### src/logic/vpsrd_pkg.sv
// shared constants of the line-data readout block
package vpsrd_pkg;
    // ************************************************************
    // bus addressing
    // ************************************************************
    localparam logic [5:0] ADDR_BASE   = 6'h08;
    localparam int         BYTE_W      = 8;
    // ************************************************************
    // read sequence layout
    // ************************************************************
    localparam int         STORE_BYTES = 6;
    localparam logic [2:0] PTR_LAST    = 3'h6;
    localparam logic [7:0] FILL_BYTE   = 8'hFF;
    localparam logic [3:0] SRC_SLOT0   = 4'hB;
    localparam logic [3:0] SRC_SLOT1   = 4'hC;
    localparam logic [3:0] SRC_SLOT2   = 4'hD;
    localparam logic [3:0] SRC_SLOT3   = 4'hE;
    localparam logic [3:0] SRC_SLOT4   = 4'h5;
    localparam logic [3:0] SRC_SLOT5   = 4'hF;
    localparam logic [2:0] SLOT_NONE   = 3'h7;
    localparam logic [3:0] SRC_FIRST   = 4'h1;
    // ************************************************************
    // reset values and buffering
    // ************************************************************
    localparam logic       DV_RESET    = 1'b1;
    localparam logic       FF_RESET    = 1'b0;
    localparam int         FIFO_DEPTH  = 32;
    localparam int         SYNC_W      = 4;
    // bus pins reset to their idle high level, no false edge after reset
    localparam logic [3:0] SYNC_INIT   = 4'h3;
endpackage

### src/logic/vpsrd_sync.sv
// two-stage synchroniser for pin inputs
`timescale 1ns/10ps
module vpsrd_sync #(
    parameter int           W    = 1,
    parameter logic [W-1:0] INIT = '0
) (
    // clock and reset
    input  wire logic         mclk_in,
    input  wire logic         resetn_in,
    // levels
    input  wire logic [W-1:0] async_in,
    output logic      [W-1:0] sync_out
);
    logic [W-1:0] meta_q;

    always_ff @(posedge mclk_in or negedge resetn_in) begin
        if (!resetn_in) begin
            meta_q   <= INIT;
            sync_out <= INIT;
        end else begin
            meta_q   <= async_in;
            sync_out <= meta_q;
        end
    end
endmodule // vpsrd_sync

### src/logic/vpsrd_fifo.sv
// flip-flop fifo between acquisition and readout store
`timescale 1ns/10ps
module vpsrd_fifo #(
    parameter int W     = 10,
    parameter int DEPTH = 32
) (
    // clock and reset
    input  wire logic         mclk_in,
    input  wire logic         resetn_in,
    // fill side
    input  wire logic [W-1:0] in_data_in,
    input  wire logic         in_valid_in,
    output logic              in_ready_out,
    // drain side
    output logic      [W-1:0] out_data_out,
    output logic              out_valid_out,
    input  wire logic         out_ready_in
);
    localparam int AW = $clog2(DEPTH);
    if (DEPTH < 2 || (1 << AW) != DEPTH) begin : g_bad_depth
        $error("fifo depth must be a power of two");
    end

    logic [W-1:0]  mem_q [DEPTH];
    logic [AW-1:0] wr_q;
    logic [AW-1:0] rd_q;
    logic [AW:0]   cnt_q;
    wire           push = in_valid_in && in_ready_out;
    wire           pop  = out_valid_out && out_ready_in;
    wire [AW:0]    cnt_d = cnt_q + (AW+1)'(push) - (AW+1)'(pop);

    assign out_data_out = mem_q[rd_q];

    always_ff @(posedge mclk_in) begin
        if (push)
            mem_q[wr_q] <= in_data_in;
    end

    // full and empty kept as flops so the ports come from registers
    always_ff @(posedge mclk_in or negedge resetn_in) begin
        if (!resetn_in) begin
            wr_q          <= '0;
            rd_q          <= '0;
            cnt_q         <= '0;
            in_ready_out  <= 1'b1;
            out_valid_out <= 1'b0;
        end else begin
            wr_q          <= wr_q + AW'(push);
            rd_q          <= rd_q + AW'(pop);
            cnt_q         <= cnt_d;
            in_ready_out  <= cnt_d != (AW+1)'(DEPTH);
            out_valid_out <= cnt_d != '0;
        end
    end
endmodule // vpsrd_fifo

### src/logic/vpsrd_top.sv
// line-data readout, bus slave and field flag outputs
//
// Contract
// - read bytes are source bytes 11,12,13,14,5,15 then a seventh
// - each of the first six read bytes carries its source byte in reversed bit order
// - seventh read byte is all ones
// - valid flag goes low in line 16 once valid data arrived
// - valid flag returns high at start of each line 16; a line stored in the same cycle keeps it low
// - valid flag high at reset and on master no-acknowledge
// - field flag rises at first field, falls at second field
// - test input high: both flags copy address-select level
// - start resets byte pointer; master acknowledge advances it
// - no loading of new line data while bus access runs
// - store only error-free lines; signal with valid falling edge
// - answer 20/21 hex with select low, 22/23 hex with it high
`timescale 1ns/10ps
module vpsrd_top #(
    parameter int FIFO_DEPTH = vpsrd_pkg::FIFO_DEPTH
) (
    // clock and reset
    input  wire logic       mclk_in,
    input  wire logic       resetn_in,
    // serial bus pins
    input  wire logic       scl_in,
    input  wire logic       sda_in,
    output logic            sda_out,
    output logic            sda_oe_out,
    // strap and test pins
    input  wire logic       address_select_pin_in,
    input  wire logic       test_mode_input_in,
    // video timing events
    input  wire logic       line16_start_in,
    input  wire logic       first_field_start_in,
    input  wire logic       second_field_start_in,
    // acquired byte stream
    input  wire logic [7:0] acq_data_in,
    input  wire logic       acq_err_in,
    input  wire logic       acq_last_in,
    input  wire logic       acq_valid_in,
    output logic            acq_ready_out,
    // status flags
    output logic            data_valid_n_out,
    output logic            first_field_flag_out
);
    // ************************************************************
    // helpers
    // ************************************************************
    function automatic logic [7:0] rev8(input logic [7:0] b);
        for (int i = 0; i < 8; i++)
            rev8[i] = b[7-i];
    endfunction

    function automatic logic [2:0] slot_of(input logic [3:0] idx);
        case (idx)
            vpsrd_pkg::SRC_SLOT0: slot_of = 3'h0;
            vpsrd_pkg::SRC_SLOT1: slot_of = 3'h1;
            vpsrd_pkg::SRC_SLOT2: slot_of = 3'h2;
            vpsrd_pkg::SRC_SLOT3: slot_of = 3'h3;
            vpsrd_pkg::SRC_SLOT4: slot_of = 3'h4;
            vpsrd_pkg::SRC_SLOT5: slot_of = 3'h5;
            default:              slot_of = vpsrd_pkg::SLOT_NONE;
        endcase
    endfunction

    typedef enum logic [5:0] {
        ST_IDLE = 6'h01,
        ST_ADDR = 6'h02,
        ST_ACKA = 6'h04,
        ST_TX   = 6'h08,
        ST_ACKM = 6'h10,
        ST_RX   = 6'h20
    } vpsrd_state_e;

    // ************************************************************
    // pin synchronisers
    // ************************************************************
    logic [3:0] pins_s;
    logic       scl_d_q;
    logic       sda_d_q;
    vpsrd_sync #(.W(vpsrd_pkg::SYNC_W), .INIT(vpsrd_pkg::SYNC_INIT)) u_sync (
        .mclk_in   (mclk_in),
        .resetn_in (resetn_in),
        .async_in  ({test_mode_input_in, address_select_pin_in,
                     sda_in, scl_in}),
        .sync_out  (pins_s)
    );
    wire scl_s  = pins_s[0];
    wire sda_s  = pins_s[1];
    wire cs_s   = pins_s[2];
    wire test_s = pins_s[3];

    wire scl_rise = scl_s && !scl_d_q;
    wire scl_fall = !scl_s && scl_d_q;
    wire start_ev = scl_s && scl_d_q && !sda_s && sda_d_q;
    wire stop_ev  = scl_s && scl_d_q && sda_s && !sda_d_q;

    // ************************************************************
    // acquisition fifo and line store
    // ************************************************************
    logic [9:0] fifo_data;
    logic       fifo_valid;
    logic       bus_busy_q;
    logic [3:0] src_idx_q;
    logic       err_q;
    logic [7:0] shadow_q [vpsrd_pkg::STORE_BYTES];
    logic [7:0] out_q    [vpsrd_pkg::STORE_BYTES];

    vpsrd_fifo #(.W(10), .DEPTH(FIFO_DEPTH)) u_fifo (
        .mclk_in       (mclk_in),
        .resetn_in     (resetn_in),
        .in_data_in    ({acq_last_in, acq_err_in, acq_data_in}),
        .in_valid_in   (acq_valid_in),
        .in_ready_out  (acq_ready_out),
        .out_data_out  (fifo_data),
        .out_valid_out (fifo_valid),
        .out_ready_in  (!bus_busy_q)
    );

    // draining stalls during an access, so the fifo absorbs the line
    wire       pop      = fifo_valid && !bus_busy_q;
    wire [7:0] pop_byte = fifo_data[7:0];
    wire       pop_err  = fifo_data[8];
    wire       pop_last = fifo_data[9];
    wire [2:0] pop_slot = slot_of(src_idx_q);
    wire       err_any  = err_q || pop_err;
    wire       commit   = pop && pop_last && !err_any;

    always_ff @(posedge mclk_in or negedge resetn_in) begin
        if (!resetn_in) begin
            src_idx_q <= vpsrd_pkg::SRC_FIRST;
            err_q     <= 1'b0;
        end else if (pop) begin
            src_idx_q <= pop_last ? vpsrd_pkg::SRC_FIRST : src_idx_q + 4'h1;
            err_q     <= pop_last ? 1'b0 : err_any;
        end
    end

    for (genvar g = 0; g < vpsrd_pkg::STORE_BYTES; g++) begin : g_store
        wire hit = pop && pop_slot == 3'(g);
        always_ff @(posedge mclk_in or negedge resetn_in) begin
            if (!resetn_in) begin
                shadow_q[g] <= 8'h00;
                out_q[g]    <= 8'h00;
            end else begin
                if (hit)
                    shadow_q[g] <= pop_byte;
                if (commit)
                    out_q[g] <= hit ? pop_byte : shadow_q[g];
            end
        end
    end

    // ************************************************************
    // bus slave
    // ************************************************************
    vpsrd_state_e state_q;
    logic [7:0]   shift_q;
    logic [7:0]   tx_q;
    logic [3:0]   bit_q;
    logic [2:0]   ptr_q;
    logic         rw_q;

    wire       addr_hit = shift_q[7:1] == {vpsrd_pkg::ADDR_BASE, cs_s};
    wire [7:0] sel_raw  = out_q[ptr_q];
    wire [7:0] sel_byte = (ptr_q >= vpsrd_pkg::PTR_LAST) ?
                          vpsrd_pkg::FILL_BYTE : rev8(sel_raw);
    wire       load_tx  = state_q == ST_ACKA && scl_fall && rw_q;
    wire       m_ack    = state_q == ST_ACKM && scl_rise && !sda_s;
    wire       m_nak    = state_q == ST_ACKM && scl_rise && sda_s;

    always_ff @(posedge mclk_in or negedge resetn_in) begin
        if (!resetn_in) begin
            scl_d_q <= 1'b1;
            sda_d_q <= 1'b1;
        end else begin
            scl_d_q <= scl_s;
            sda_d_q <= sda_s;
        end
    end

    always_ff @(posedge mclk_in or negedge resetn_in) begin
        if (!resetn_in) begin
            state_q    <= ST_IDLE;
            shift_q    <= 8'h00;
            tx_q       <= 8'h00;
            bit_q      <= 4'h0;
            ptr_q      <= 3'h0;
            rw_q       <= 1'b0;
            bus_busy_q <= 1'b0;
            sda_oe_out <= 1'b0;
        end else if (start_ev) begin
            state_q    <= ST_ADDR;
            bit_q      <= 4'h0;
            ptr_q      <= 3'h0;
            sda_oe_out <= 1'b0;
        end else if (stop_ev) begin
            state_q    <= ST_IDLE;
            bus_busy_q <= 1'b0;
            sda_oe_out <= 1'b0;
        end else begin
            case (state_q)
                ST_IDLE: begin
                    sda_oe_out <= 1'b0;
                end
                ST_ADDR: begin
                    if (scl_rise) begin
                        shift_q <= {shift_q[6:0], sda_s};
                        bit_q   <= bit_q + 4'h1;
                    end else if (scl_fall && bit_q == 4'h8) begin
                        if (addr_hit) begin
                            state_q    <= ST_ACKA;
                            rw_q       <= shift_q[0];
                            sda_oe_out <= 1'b1;
                            bus_busy_q <= 1'b1;
                        end else begin
                            state_q <= ST_IDLE;
                        end
                    end
                end
                ST_ACKA: begin
                    if (scl_fall) begin
                        bit_q <= rw_q ? 4'h1 : 4'h0;
                        if (rw_q) begin
                            state_q    <= ST_TX;
                            tx_q       <= sel_byte;
                            sda_oe_out <= !sel_byte[7];
                        end else begin
                            state_q    <= ST_RX;
                            sda_oe_out <= 1'b0;
                        end
                    end
                end
                ST_TX: begin
                    if (scl_fall) begin
                        if (bit_q == 4'h8) begin
                            state_q    <= ST_ACKM;
                            sda_oe_out <= 1'b0;
                        end else begin
                            tx_q       <= {tx_q[6:0], 1'b1};
                            sda_oe_out <= !tx_q[6];
                            bit_q      <= bit_q + 4'h1;
                        end
                    end
                end
                ST_ACKM: begin
                    if (m_ack) begin
                        state_q <= ST_ACKA;
                        if (ptr_q != vpsrd_pkg::PTR_LAST)
                            ptr_q <= ptr_q + 3'h1;
                    end else if (m_nak) begin
                        state_q <= ST_IDLE;
                    end
                end
                ST_RX: begin
                    // written byte is acknowledged and dropped
                    if (scl_rise) begin
                        bit_q <= bit_q + 4'h1;
                    end else if (scl_fall && bit_q == 4'h8) begin
                        state_q    <= ST_ACKA;
                        sda_oe_out <= 1'b1;
                    end
                end
                default: begin
                    state_q <= ST_IDLE;
                end
            endcase
        end
    end

    // ************************************************************
    // status flags
    // ************************************************************
    logic dv_n_q;
    logic field_q;

    always_ff @(posedge mclk_in or negedge resetn_in) begin
        if (!resetn_in) begin
            dv_n_q               <= vpsrd_pkg::DV_RESET;
            field_q              <= vpsrd_pkg::FF_RESET;
            data_valid_n_out     <= vpsrd_pkg::DV_RESET;
            first_field_flag_out <= vpsrd_pkg::FF_RESET;
            sda_out              <= 1'b0;
        end else begin
            if (commit)
                dv_n_q <= 1'b0;
            else if (line16_start_in || m_nak)
                dv_n_q <= 1'b1;
            if (first_field_start_in)
                field_q <= 1'b1;
            else if (second_field_start_in)
                field_q <= 1'b0;
            data_valid_n_out     <= test_s ? cs_s : dv_n_q;
            first_field_flag_out <= test_s ? cs_s : field_q;
            sda_out              <= 1'b0;
        end
    end
endmodule // vpsrd_top

### config.mk
export PLATFORM = sky130hd
export DESIGN_NAME = vpsrd_top
export DESIGN_NICKNAME = d
export VERILOG_FILES = /design/src/logic/vpsrd_pkg.sv /design/src/logic/vpsrd_sync.sv /design/src/logic/vpsrd_fifo.sv /design/src/logic/vpsrd_top.sv
export SDC_FILE = /design/constraint.sdc
export NUM_CORES = 1
export LEC_CHECK = 0
export ABC_AREA = 1
export BUFFER_PORTS_ARGS = -buffer_cell sky130_fd_sc_hd__buf_2
export CAP_MARGIN = 20
export CORE_MARGIN = 8
export CORE_UTILIZATION = 55
export DETAILED_ROUTE_END_ITERATION = 10
export GPL_TIMING_DRIVEN = 0
export MAX_ROUTING_LAYER = met4
export PLACE_DENSITY_LB_ADDON = 0.08
export SLEW_MARGIN = 20
export SYNTH_ARGS = -nofsm -noshare
export SYNTH_HDL_FRONTEND = slang
export SYNTH_SLANG_ARGS = --single-unit
### constraint.sdc
create_clock -name mclk_in -period 3.17 [get_ports mclk_in]
set_input_delay 0.4755 -clock mclk_in [delete_from_list [all_inputs] [get_ports mclk_in]]
set_output_delay 0.4755 -clock mclk_in [all_outputs]
set_load 0.02 [all_outputs]
## After elaboration in Yosys (flattened, before gate mapping)

Memories as Yosys holds them, arrays and structs flattened.
Index checks and enable logic that the tools add are counted.

- $add $sub $neg: 7
- $lt $le $gt $ge: 2
- Eq/ne operators: 41
- Mux-type cells: 67
- Bitwise operators: 4
- Reduce and logical (&&, ||, !) cells: 53

Operator list:

| cell | number |
|---|---|
| $mux W6 | 12 |
| $mux W8 | 9 |
| $pmux W6 S6 | 1 |
| $ne A4 B4 Y1 const B | 8 |
| $mux W4 | 7 |
| $mux W7 | 4 |
| $bmux W8 S3 | 1 |
| $eq A4 B4 Y1 const B | 6 |
| $mux W1 | 23 |
| $logic_and A1 B1 Y1 | 21 |
| $mux W3 | 6 |
| $pmux W3 S6 | 1 |
| $reduce_bool A2 Y1 | 9 |
| $ne A3 B3 Y1 const B | 5 |
| $pmux W7 S2 | 1 |
| $pmux W4 S3 | 1 |
| $reduce_and A6 Y1 | 2 |
| $add A5 B1 Y5 | 2 |
| $ne A2 B2 Y1 const B | 5 |
| $reduce_and A9 Y1 | 1 |
| $add A4 B1 Y4 const B | 2 |
| $logic_not A1 Y1 | 8 |
| $reduce_and A4 Y1 | 2 |
| $reduce_and A8 Y1 | 1 |
| 31 further kinds | 36 |

- Flip-flop bits (word level): 164
- Bits in writable memories: 320
- Input bits: 20
- Output and inout port bits: 5
- Logic and storage cells: 210
- Memories kept: 1

Memories:

| memory | depth | width | rd ports | clocked after Yosys merged registers in | write ports | RTL line | text |
|---|---|---|---|---|---|---|---|
| u_fifo.mem_q | 32 | 10 | 1 | 0 | 1 | vpsrd_fifo.sv:24 | `logic [W-1:0] mem_q [DEPTH];` |

## Depth between registers and ports, before layout

Gate-level depths: netlist of run 1.

- Word-level depth: 11
- Mapped depth: 16
- Mapped depth without buffers: 15

## Modules after synthesis

Synthesis of run 1 repeated with hierarchy kept, for this count alone.

- Cell total of the unflattened synthesis: 2014
- Area, all modules: 20621.0 um2

By module, submodules not included:

| module | times used | cells an instance | area each (um2) | seq. area each (um2) |
|---|---|---|---|---|
| vpsrd_fifo | 1 | 1205 | 13935.9 | 10060.9 |
| vpsrd_top | 1 | 801 | 6480.0 | 3460.8 |
| vpsrd_sync | 1 | 8 | 205.2 | 205.2 |

## Least setup slack after synthesis of run 1

Ideal clock, no wire load.

- Path type: reg2reg
- Start: reg u_fifo.out_valid_out
- End: reg u_fifo.out_valid_out
- Library setup time: 0.127 ns
- Arrival time: 2.354 ns
- Data required time: 3.043 ns
- Setup slack: 0.689 ns
- Stages on the path, launching flop included: 12
- Path buffers: 0
- Period minus slack after synthesis: 2.481 ns
- Cells stage by stage: dfrtp_1 nand2_1 clkinv_1 ha_1 inv_1 ha_1 fa_1 nand3_1 nand2_1 xor2_1 nor3b_1 nand2b_1

- Longest elaborated chain between the ends: 3

Ends and longest elaborated chain:

| what | RTL line | text |
|---|---|---|
| start, declared | vpsrd_fifo.sv:16 | `output logic out_valid_out,` |
| start signal, assigned | vpsrd_fifo.sv:46 | `out_valid_out <= 1'b0;` |
| start signal, assigned | vpsrd_fifo.sv:52 | `out_valid_out <= cnt_d != '0;` |
| $logic_and A1 B1 Y1 | vpsrd_fifo.sv:29 | `wire pop = out_valid_out && out_ready_in;` |
| $sub A6 B1 Y6 | vpsrd_fifo.sv:30 | `wire [AW:0] cnt_d = cnt_q + (AW+1)'(push) - (AW+1)'(pop);` |
| via u_fifo.cnt_d[4] | vpsrd_fifo.sv:30 |  |
| $reduce_bool A6 Y1 | vpsrd_fifo.sv:52 |  |

The timed path passes the listed nets, and every way through them passes these cells.
A chain may end at the register's enable or synchronous reset.

## Worst setup path in the final report of run 1

- Start: reg bus_busy_q
- End: reg u_fifo.out_valid_out

- Longest elaborated chain between the ends: 4

Ends and longest elaborated chain:

| what | RTL line | text |
|---|---|---|
| start, declared | vpsrd_top.sv:102 | `logic bus_busy_q;` |
| start signal, assigned | vpsrd_top.sv:189 | `bus_busy_q <= 1'b0;` |
| start signal, assigned | vpsrd_top.sv:198 | `bus_busy_q <= 1'b0;` |
| start signal, assigned | vpsrd_top.sv:214 | `bus_busy_q <= 1'b1;` |
| $logic_not A1 Y1 | vpsrd_top.sv:116 | `.out_ready_in (!bus_busy_q)` |
| $logic_and A1 B1 Y1 | vpsrd_fifo.sv:29 |  |
| $sub A6 B1 Y6 | vpsrd_fifo.sv:30 |  |
| via u_fifo.cnt_d[4] | vpsrd_fifo.sv:30 |  |
| $reduce_bool A6 Y1 | vpsrd_fifo.sv:52 |  |

The timed path passes the listed nets, and every way through them passes these cells.

==> key figures, run 1 <==
Status
  • Status: finished clean

Route
  • DRC: 0
  • Initial DRT Pass Iterations: 5
  • ANT nets after route: 0
  • DR vias: 14450
  • Drt total wl: 51820 um
  • Via/cell ratio: 5.564
  • Wire per inst: 19.96 um
  • DR iter-0 viols: 1332

Power and ir drop
  • P_leak: 9.683 nW
  • PwrDens: 908.3 nW/um^2
  • Peak VDD IR: 0.0005762 V

Clock tree
  • Post-CTS Setup Bufs: 0
  • Clock Tree Buf Depth: 3
  • Clk sinks: 484
  • Num CTS Buffers: 50
  • CTS tree: done
  • Clock latency on the worst-skew pair: 0.60 ns
  • Clk slew on worst S/H paths: 0.06 ns
  • Root Buffer: clkbuf_16
  • CTS H-tree depth: 2

Logic synthesis
  • Distinct cells, synth: 45
  • Syn nets: 2039
  • Synth Flop Type: edfxtp_1
  • Synth Instances: 2000
  • EDFF count, synth: 320
  • Asr flop ratio synth: 0.3388
  • Synth warn: 0
  • Post-Syn Area: 20630 um^2
  • Seq/Total Area, Yosys: 0.6655
  • Syn Area/Cell: 10.31 um^2
  • Post-synthesis register bit count: 484

GRT
  • Vias in the first global route: 14160
  • Overflow after GRT: 0
  • Initial antenna violation count: 0
  • Total GRT Usage: 0.2428
  • First-pass GRT wire length: 79580 um
  • Largest net degree at the start of global routing: 65

Floorplanning
  • Die height: 209.7 um
  • Die footprint: 43960 um^2
  • Core area: 37310 um^2
  • Row cnt: 71
  • Die extent in x: 209.7 um
  • Initial core utilization: 0.5528
  • Top-Level Pins: 25

Timing
  • Slew Limit Fails: 0
  • Setup TNS: 0 ns
  • Tmin final: 2.897 ns
  • Worst-margin pin slew: 1.051 ns
  • RSZ-0062 raised after global routing: no
  • Final period util: 0.9137
  • Final Hold Fails: 0
  • Final setup fails: 0
  • F_max: 0.3452 GHz
  • Clk_skew: 0.02817 ns
  • Max-slew headroom: 0.2969
  • Minimum hold slack: 0.08141 ns

Min path
  • Hold path start: second_field_start_in
  • Hold Path Depth: 2
  • Hold Crit Class: input port to register
  • WHS Endpoint: field_q

Setup path
  • R2R setup slack: 0.27 ns
  • FF-to-FF path depth: 12
  • Startpoint types: register
  • Worst reg2reg path endpoint: u_fifo.out_valid_out
  • Worst EP required: 3.61 ns
  • Worst-path fanout max: 10
  • Worst EP arrival: 3.34 ns
  • Crit. End Element: register
  • Worst Setup Path Type: register to register
  • Critical R2R Launch: bus_busy_q

Layout
  • Synthesis-to-layout area growth: 11.65%
  • Most common cell after layout, fill and taps aside: nand2_1
  • Most frequent cells in the layout: 553 x nand2_1, 320 x edfxtp_1, 246 x nor2_1, 222 x nand3_1, 157 x o21ai_0
  • Ant. Diodes: 0
  • Final #Nets: 2121
  • Ratio of cells with drive above 1 in the final layout: 0.09091

Place
  • GP Congestion: 0.8947
  • Final HPWL DP: 35690 um
  • Port Buffers: 23

Job
  • Max-Cap Viols: 0
-- cell usage after synthesis, types with 2 or more instances --
master / instances / area (um^2)
inv_2: 3 / 11.26
nor2_2: 2 / 12.51
inv_1: 91 / 341.6
a21oi_1: 38 / 190.2
edfxtp_1: 320 / 9609
xor2_1: 11 / 96.34
clkbuf_1: 34 / 127.6
a31oi_1: 2 / 12.51
buf_2: 22 / 110.1
nand4_1: 10 / 62.56
xnor2_1: 3 / 26.28
nor2_1: 246 / 923.4
a2bb2oi_1: 2 / 17.52
nor3_1: 5 / 25.02
nand2_2: 18 / 112.6
nor3_2: 2 / 20.02
o21ai_1: 20 / 100.1
o22ai_1: 5 / 31.28
o21ai_0: 157 / 785.8
dfrtp_1: 153 / 3829
buf_4: 12 / 90.09
nand3_1: 222 / 1111
ha_1: 18 / 225.2
buf_1: 4 / 15.01
dfstp_2: 11 / 289.0
nand2_1: 553 / 2076
buf_6: 18 / 202.7
-- worst max-delay path: stages, from the launching register on --
cell        delay (ns)
dfrtp_1           0.32
inv_1             0.05
nand2_1           0.26
clkinvlp_4        0.34
ha_1              0.36
inv_1             0.04
ha_1              0.20
fa_1              0.44
nand3_1           0.10
nand2_1           0.07
xor2_1            0.17
nor3b_1           0.29
nand2b_1          0.13
-- metrics by stage --
stage / utilization / power (mW) / instance area (um^2) / std cells / worst slack [ns]
after global routing: 0.6172 / 22.01 / 23030 / 2597 / 0.01361
final: 0.6172 / 20.92 / 23030 / 2597 / 0.2735
after floorplan: - / 12.73 / 20630 / 2000 / 0.6890
after CTS: 0.6171 / 20.96 / 23030 / 2597 / 0.1360
after global placement: 0.5718 / 15.16 / 21330 / 2497 / -0.9376
after detailed placement: 0.5735 / 15.31 / 21400 / 2499 / 0.1766
-- cells by family (layout without fill, tap and decap cells) --
group           after synthesis  count (layout)  synth area share
buf+inv                     186             309           0.04446
compound gates              231             231           0.05787
xor+xnor                     14              14          0.005945
fa+ha+maj                    19              19           0.01189
flops                       484             484            0.6655
simple gates               1064            1064            0.2136
mux                           1               1         0.0005459
other cells                   1               1         0.0001818
-- registers in the layout (all words and copies together), names as in the netlist, 5 cells and up --
register / flops
shift_q: 8
tx_q: 7
state_q: 6
shadow_q: 48
u_fifo.cnt_q: 6
u_fifo.wr_q: 5
out_q: 48
u_fifo.mem_q: 320
u_fifo.rd_q: 5
-- repair_timing --
action | 4_1_cts | 5_1_grt
hold endpoints to repair | 40 | 0
hold buffers | 5 | 0
endpoints found under the setup margin | 0 | 2
resized for setup | 0 | 1
-- metal layers --
| metal | wire length, um | vias up | track usage |
|---|---|---|---|
| met4 | 2345 | 0 | 0.1128 |
| met5 | 0 | - | - |
| li1 | - | 6922 | - |
| met1 | 21380 | 6964 | 0.2939 |
| met3 | 2802 | 117 | 0.03535 |
| met2 | 25300 | 446 | 0.4019 |
-- where the power goes --
part	internal, mW	switching (mW)	total (mW)	leakage [nW]
logic	2.11	5.37	7.47	3.86
registers	7.50	0.289	7.79	5.04
clock network	3.23	2.42	5.65	0.782
total	12.8	8.08	20.9	9.68
-- worst max path at each step --
stage / start / to / slack, ns / depth (start not counted)
floorplan: u_fifo.out_valid_out / u_fifo.out_valid_out / 0.69 / 11
global placement: resetn_in / u_sync.meta_q[3] / -0.94 / 1
detailed placement: bus_busy_q / u_fifo.out_valid_out / 0.18 / 12
CTS: bus_busy_q / u_fifo.out_valid_out / 0.14 / 12
global route: bus_busy_q / u_fifo.out_valid_out / 0.01 / 12
finish: bus_busy_q / u_fifo.out_valid_out / 0.27 / 12
-- layout make-up --
| cell class | count | area (um^2) |
|---|---|---|
| plain buffers | 91 | 560.5 |
| clock buffers | 68 | 1390 |
| clock inverters | 25 | 186.4 |
| fillers | 3085 | 14280 |
| inverters | 95 | 360.3 |
| multi-input cells | 1330 | 5982 |
| flip-flops and latches | 484 | 13730 |
| well taps | 474 | 593.1 |
| repair buffers | 30 | 230.2 |
Power figures use the tool's default switching activity.
==> inputs of run 2 (changes only) <==
--- a/config.mk
+++ b/config.mk
@@ -6,11 +6,11 @@
 export NUM_CORES = 1
 export LEC_CHECK = 0
 export ABC_AREA = 1
-export BUFFER_PORTS_ARGS = -buffer_cell sky130_fd_sc_hd__buf_2
 export CAP_MARGIN = 20
 export CORE_MARGIN = 8
 export CORE_UTILIZATION = 55
 export DETAILED_ROUTE_END_ITERATION = 10
+export DONT_BUFFER_PORTS = 1
 export GPL_TIMING_DRIVEN = 0
 export MAX_ROUTING_LAYER = met4
 export PLACE_DENSITY_LB_ADDON = 0.08
==> run 2 against run 1 <==
Against the previous run: the flow now finishes with violations (hold timing); clock-buffer cell count shrank 4; wire length down 0.75%; utilization up 0.10 points; critical endpoint unchanged; largest cell class unchanged.
==> key figures, run 2 (same netlist as run 1, synthesis figures left out) <==
Status
  • Status: complete, but fails checks
  • Failing checks: hold timing

Route
  • DR vias: 14310
  • DR iter-0 viols: 1388
  • Drt total wl: 51440 um
  • Initial DRT Pass Iterations: 6
  • Wire per inst: 19.94 um
  • ANT nets after route: 0
  • DRC: 0
  • Via/cell ratio: 5.545

Layout
  • Synthesis-to-layout area growth: 11.83%
  • Biggest register: u_fifo.mem_q
  • Top Registers: u_fifo.mem_q: 320 flops, out_q: 48 flops, shadow_q: 48 flops
  • Most frequent cells in the layout: 553 x nand2_1, 320 x edfxtp_1, 246 x nor2_1, 222 x nand3_1, 157 x o21ai_0
  • Ratio of cells with drive above 1 in the final layout: 0.08409
  • Post-route cell area: 23070 um^2
  • Final #Nets: 2106
  • Fin util: 0.6182
  • Largest register FFs: 320
  • Most common cell after layout, fill and taps aside: nand2_1

Power and ir drop
  • PwrDens: 910.9 nW/um^2
  • Combinational power share: 0.352
  • Internal power: 13.04 mW
  • Sw power: 7.969 mW
  • Clock share of power: 0.277
  • Peak VDD IR: 0.0005059 V
  • Part of the power in registers: 0.371
  • Final Total Pwr: 21.01 mW
  • P_leak: 9.663 nW
  • Sw Share: 0.3793

Timing
  • Final setup fails: 0
  • Tmin final: 2.903 ns
  • RSZ-0062 raised after global routing: no
  • Final Hold Fails: 164
  • Minimum hold slack: -0.4070 ns
  • Clk_skew: 0.009837 ns
  • Final period util: 0.9157
  • F_max: 0.3445 GHz
  • Worst-margin pin slew: 1.126 ns
  • Setup TNS: 0 ns
  • Slew Limit Fails: 0
  • Max-slew headroom: 0.2472

Floorplanning
  • Die height: 209.7 um
  • Core area: 37310 um^2
  • Top-Level Pins: 25
  • Initial core utilization: 0.5528
  • Die footprint: 43960 um^2
  • Die extent in x: 209.7 um
  • Row cnt: 71

Clock tree
  • CTS tree: done
  • Clk sinks: 484
  • Hold bufs inserted after CTS: 16
  • Clock latency on the worst-skew pair: 0.58 ns
  • Clock Tree Buf Depth: 3
  • Root Buffer: clkbuf_16
  • Num CTS Buffers: 49
  • CTS H-tree depth: 2
  • Clk slew on worst S/H paths: 0.06 ns

Setup path
  • FF-to-FF path depth: 11
  • R2R setup slack: 0.27 ns
  • Crit. End Element: register
  • Crit-path cells: inv_1 -> nand2_1 -> clkinvlp_4 -> ha_1 -> inv_1 -> ha_1 -> fa_1 -> xor2_1 -> nor3_1 -> nor3b_1 -> nand2b_1
  • Worst-path fanout max: 10
  • Worst EP arrival: 3.35 ns
  • Worst Setup Path Type: register to register
  • Crit-path max cell delay: 0.44 ns
  • Startpoint types: register
  • Crit path depth: 11
  • CP max stage cell: fa_1
  • Worst EP required: 3.62 ns
  • WP buf/inv: 3
  • CP delay by family, top: adder cells

Min path
  • Hold Crit Class: input port to asynchronous set/reset pin

GRT
  • Vias in the first global route: 14060
  • Total GRT Usage: 0.2424
  • Largest net degree at the start of global routing: 165
  • Overflow after GRT: 0
  • First-pass GRT wire length: 79750 um
  • Initial antenna violation count: 0

Place
  • GP Congestion: 0.9014
  • Final HPWL DP: 34730 um
  • Placed Area: 21220 um^2
  • Port Buffers: 0

Job
  • Max-Cap Viols: 0
run 2: power groups by stage:
stage / logic [mW] / clock network, mW / registers (mW)
floorplan: 4.89 / 0 / 7.84
global placement: 7.10 / 0 / 7.91
detailed placement: 7.21 / 0 / 7.92
CTS: 7.34 / 5.90 / 7.80
global route: 8.10 / 6.13 / 7.87
finish: 7.39 / 5.82 / 7.81
run 2: what timing repair did:
action / CTS / global route
buffers inserted: 0 / 0
endpoints found under the hold margin: 489 / 164
gates resized for setup: 0 / 1
setup endpoints to repair: 0 / 1
run 2: worst paths after layout:
| kind | end | from |
|---|---|---|
| max | u_fifo.out_valid_out | bus_busy_q |
| max in group asynchronous | u_fifo.in_ready_out | resetn_in |
| min | out_q[5] | resetn_in |
| min reg2reg | u_sync.sync_out[3] | u_sync.meta_q[3] |
| max reg2reg | u_fifo.out_valid_out | bus_busy_q |
| min in group mclk_in | dv_n_q | line16_start_in |
run 2: routing by layer:
metal,part of all wire,vias to the layer above,global-route usage
met1,0.42,6860,0.3020
li1,-,6890,-
met2,0.49,440,0.4025
met3,0.051,117,0.02849
met4,0.040,0,0.09964
met5,0,-,-
run 2: metrics by stage:
stage | std cells | setup WS [ns]
floorplan | 2000 | 0.6890
global placement | 2474 | 0.2311
detailed placement | 2474 | 0.1745
CTS | 2579 | 0.1575
global route | 2579 | 0.01376
finish | 2580 | 0.2674
run 2: final cells by class:
type / instances / area (um^2)
diodes: 1 / 2.502
plain buffers: 91 / 560.5
clock buffers: 64 / 1330
clock inverters: 25 / 276.5
fillers: 3049 / 14240
inverters: 95 / 360.3
multi-input cells: 1330 / 5982
flip-flops and latches: 484 / 13730
well taps: 474 / 593.1
repair buffers: 16 / 235.2
==> inputs of run 3 (changes only) <==
--- a/config.mk
+++ b/config.mk
@@ -12,6 +12,7 @@
 export DETAILED_ROUTE_END_ITERATION = 10
 export DONT_BUFFER_PORTS = 1
 export GPL_TIMING_DRIVEN = 0
+export HOLD_SLACK_MARGIN = 0.15
 export MAX_ROUTING_LAYER = met4
 export PLACE_DENSITY_LB_ADDON = 0.08
 export SLEW_MARGIN = 20
==> run 3 against run 2 <==
Against the previous run: the run still ends with hold timing left; die area unchanged; first-iteration DRC count increased by 7.5%; combinational power barely moved; fmax is 0.31% higher; via count hardly changed; clock power hardly changed; register-to-register slack about the same; critical path depth did not move; worst hold slack barely moved; final cell count unchanged; critical path type unchanged; largest cell class unchanged.
==> key figures, run 3 (same netlist as run 1, synthesis figures left out) <==
Status
  • Status: complete, but fails checks
  • Failing checks: hold timing

Setup path
  • Crit-path max cell delay: 0.44 ns
  • Crit. End Element: register
  • Worst-path fanout max: 10
  • Worst EP arrival: 3.34 ns
  • Startpoint types: register
  • Worst Setup Path Type: register to register
  • CP max stage cell: fa_1
  • Crit-path cells: inv_1 -> nand2_1 -> clkinvlp_4 -> ha_1 -> inv_1 -> ha_1 -> fa_1 -> xor2_1 -> nor3_1 -> nor3b_1 -> nand2b_1
  • Worst EP required: 3.62 ns

Timing
  • F_max: 0.3456 GHz
  • Worst-margin pin slew: 1.162 ns
  • Max-slew headroom: 0.2226
  • Clk_skew: 0.01455 ns
  • Setup TNS: 0 ns
  • Slew Limit Fails: 0
  • RSZ-0062 raised after global routing: no
  • Final setup fails: 0
  • Final Hold Fails: 164
  • Tmin final: 2.894 ns
  • Final period util: 0.9128
  • Minimum hold slack: -0.4068 ns

Floorplanning
  • Top-Level Pins: 25
  • Core area: 37310 um^2
  • Row cnt: 71
  • Initial core utilization: 0.5528
  • Die extent in x: 209.7 um
  • Die height: 209.7 um
  • Die footprint: 43960 um^2

Place
  • Placed Instances: 2474
  • Port Buffers: 0
  • GP Congestion: 0.9014
  • Final HPWL DP: 34730 um

Layout
  • Layout fillers: 3048
  • Top Registers: u_fifo.mem_q: 320 flops, out_q: 48 flops, shadow_q: 48 flops
  • Most frequent cells in the layout: 553 x nand2_1, 320 x edfxtp_1, 246 x nor2_1, 222 x nand3_1, 157 x o21ai_0
  • Biggest register: u_fifo.mem_q
  • Final std cells w/o fill: 2580
  • Largest register FFs: 320
  • Ratio of cells with drive above 1 in the final layout: 0.08405
  • Ant. Diodes: 0
  • Most common cell after layout, fill and taps aside: nand2_1
  • Final #Nets: 2107
  • Synthesis-to-layout area growth: 11.87%

Job
  • Max-Cap Viols: 0

Clock tree
  • Clk sinks: 484
  • Clock Tree Buf Depth: 3
  • Post-CTS Setup Bufs: 0
  • Num CTS Buffers: 49
  • Hold bufs inserted after CTS: 17
  • Clock latency on the worst-skew pair: 0.59 ns
  • Root Buffer: clkbuf_16
  • Clk slew on worst S/H paths: 0.06 ns
  • CTS H-tree depth: 2
  • CTS tree: done

Route
  • ANT nets after route: 0
  • Via/cell ratio: 5.541
  • DR iter-0 viols: 1492
  • DRC: 0
  • Initial DRT Pass Iterations: 5
  • DR vias: 14300
  • Drt total wl: 51350 um
  • Wire per inst: 19.90 um

GRT
  • Vias in the first global route: 14060
  • Largest net degree at the start of global routing: 165
  • Overflow after GRT: 0
  • First-pass GRT wire length: 79800 um
  • Total GRT Usage: 0.2425
  • Initial antenna violation count: 0

Power and ir drop
  • P_leak: 9.667 nW
  • Peak VDD IR: 0.0005069 V
  • PwrDens: 910.5 nW/um^2

Min path
  • Hold Crit Class: input port to asynchronous set/reset pin
run 3: cell count changes in the layout (fill, tap and decap cells not counted):
cell / previous run / this run
diode_2: 1 / 0
dlygate4sd3_1: 7 / 8
run 3: timing repair:
action	CTS	global route
gates resized for setup	0	1
setup endpoints to repair	0	1
endpoints found under the hold margin	490	164
run 3: report_power, final:
group | total (mW) | internal (mW) | switching (mW) | leakage (nW)
clock | 5.82 | 3.44 | 2.39 | 0.794
sequential | 7.80 | 7.50 | 0.302 | 5.04
combinational | 7.38 | 2.10 | 5.28 | 3.83
run 3: final timing paths:
check / start / endpoint / slack, ns / cells past startpoint
worst max-delay path: bus_busy_q / u_fifo.out_valid_out / 0.28 / 11
worst min-delay path: resetn_in / out_q[5] / -0.41 / 0
worst max register to register: bus_busy_q / u_fifo.out_valid_out / 0.28 / 11
worst min register to register: u_sync.meta_q[3] / u_sync.sync_out[3] / 0.35 / 0
max in group asynchronous: resetn_in / u_fifo.in_ready_out / 3.28 / 0
min in group mclk_in: acq_data_in[5] / u_fifo.mem_q[3][5] / 0.21 / 1
run 3: worst max-delay path, delay by kind of cell (launching register included):
family	cells	cell delay [ns]
DFF	1	0.32
xor gates and xnor gates	1	0.18
buffers and inverters	3	0.41
and+or+nand+nor	4	0.85
adders and majority gates	3	1.01
run 3: metrics by stage:
step | cell area, um^2 | util | hold WS (ns) | power, mW | setup slack (ns)
5_1_grt | 23070 | 0.6184 | -0.4299 | 22.10 | 0.01376
4_1_cts | 23080 | 0.6185 | -0.4376 | 21.04 | 0.1575
3_3_place_gp | 21220 | 0.5687 | 0.1900 | 15.01 | 0.2311
3_5_place_dp | 21220 | 0.5687 | 0.1898 | 15.13 | 0.1745
2_1_floorplan | 20630 | - | 0.1799 | 12.73 | 0.6890
6_report | 23070 | 0.6184 | -0.4068 | 21.01 | 0.2764
run 3: final cells by class:
cell class	instances	area, um^2	area share
clock inverter	25	276.5	0.01198
tap	474	593.1	0.02570
clock buffer	64	1330	0.05764
multi-input combinational	1330	5982	0.2592
inverter	95	360.3	0.01562
timing repair buffer	17	245.2	0.01063
buffer	91	560.5	0.02429
sequential	484	13730	0.5949
run 3: layer usage:
| metal | vias up | global-route usage | wire length (um) |
|---|---|---|---|
| met4 | 0 | 0.09964 | 1953 |
| met2 | 434 | 0.4025 | 25300 |
| met1 | 6865 | 0.3023 | 21480 |
| met3 | 107 | 0.02849 | 2607 |
| met5 | - | - | 0 |
| li1 | 6891 | - | - |
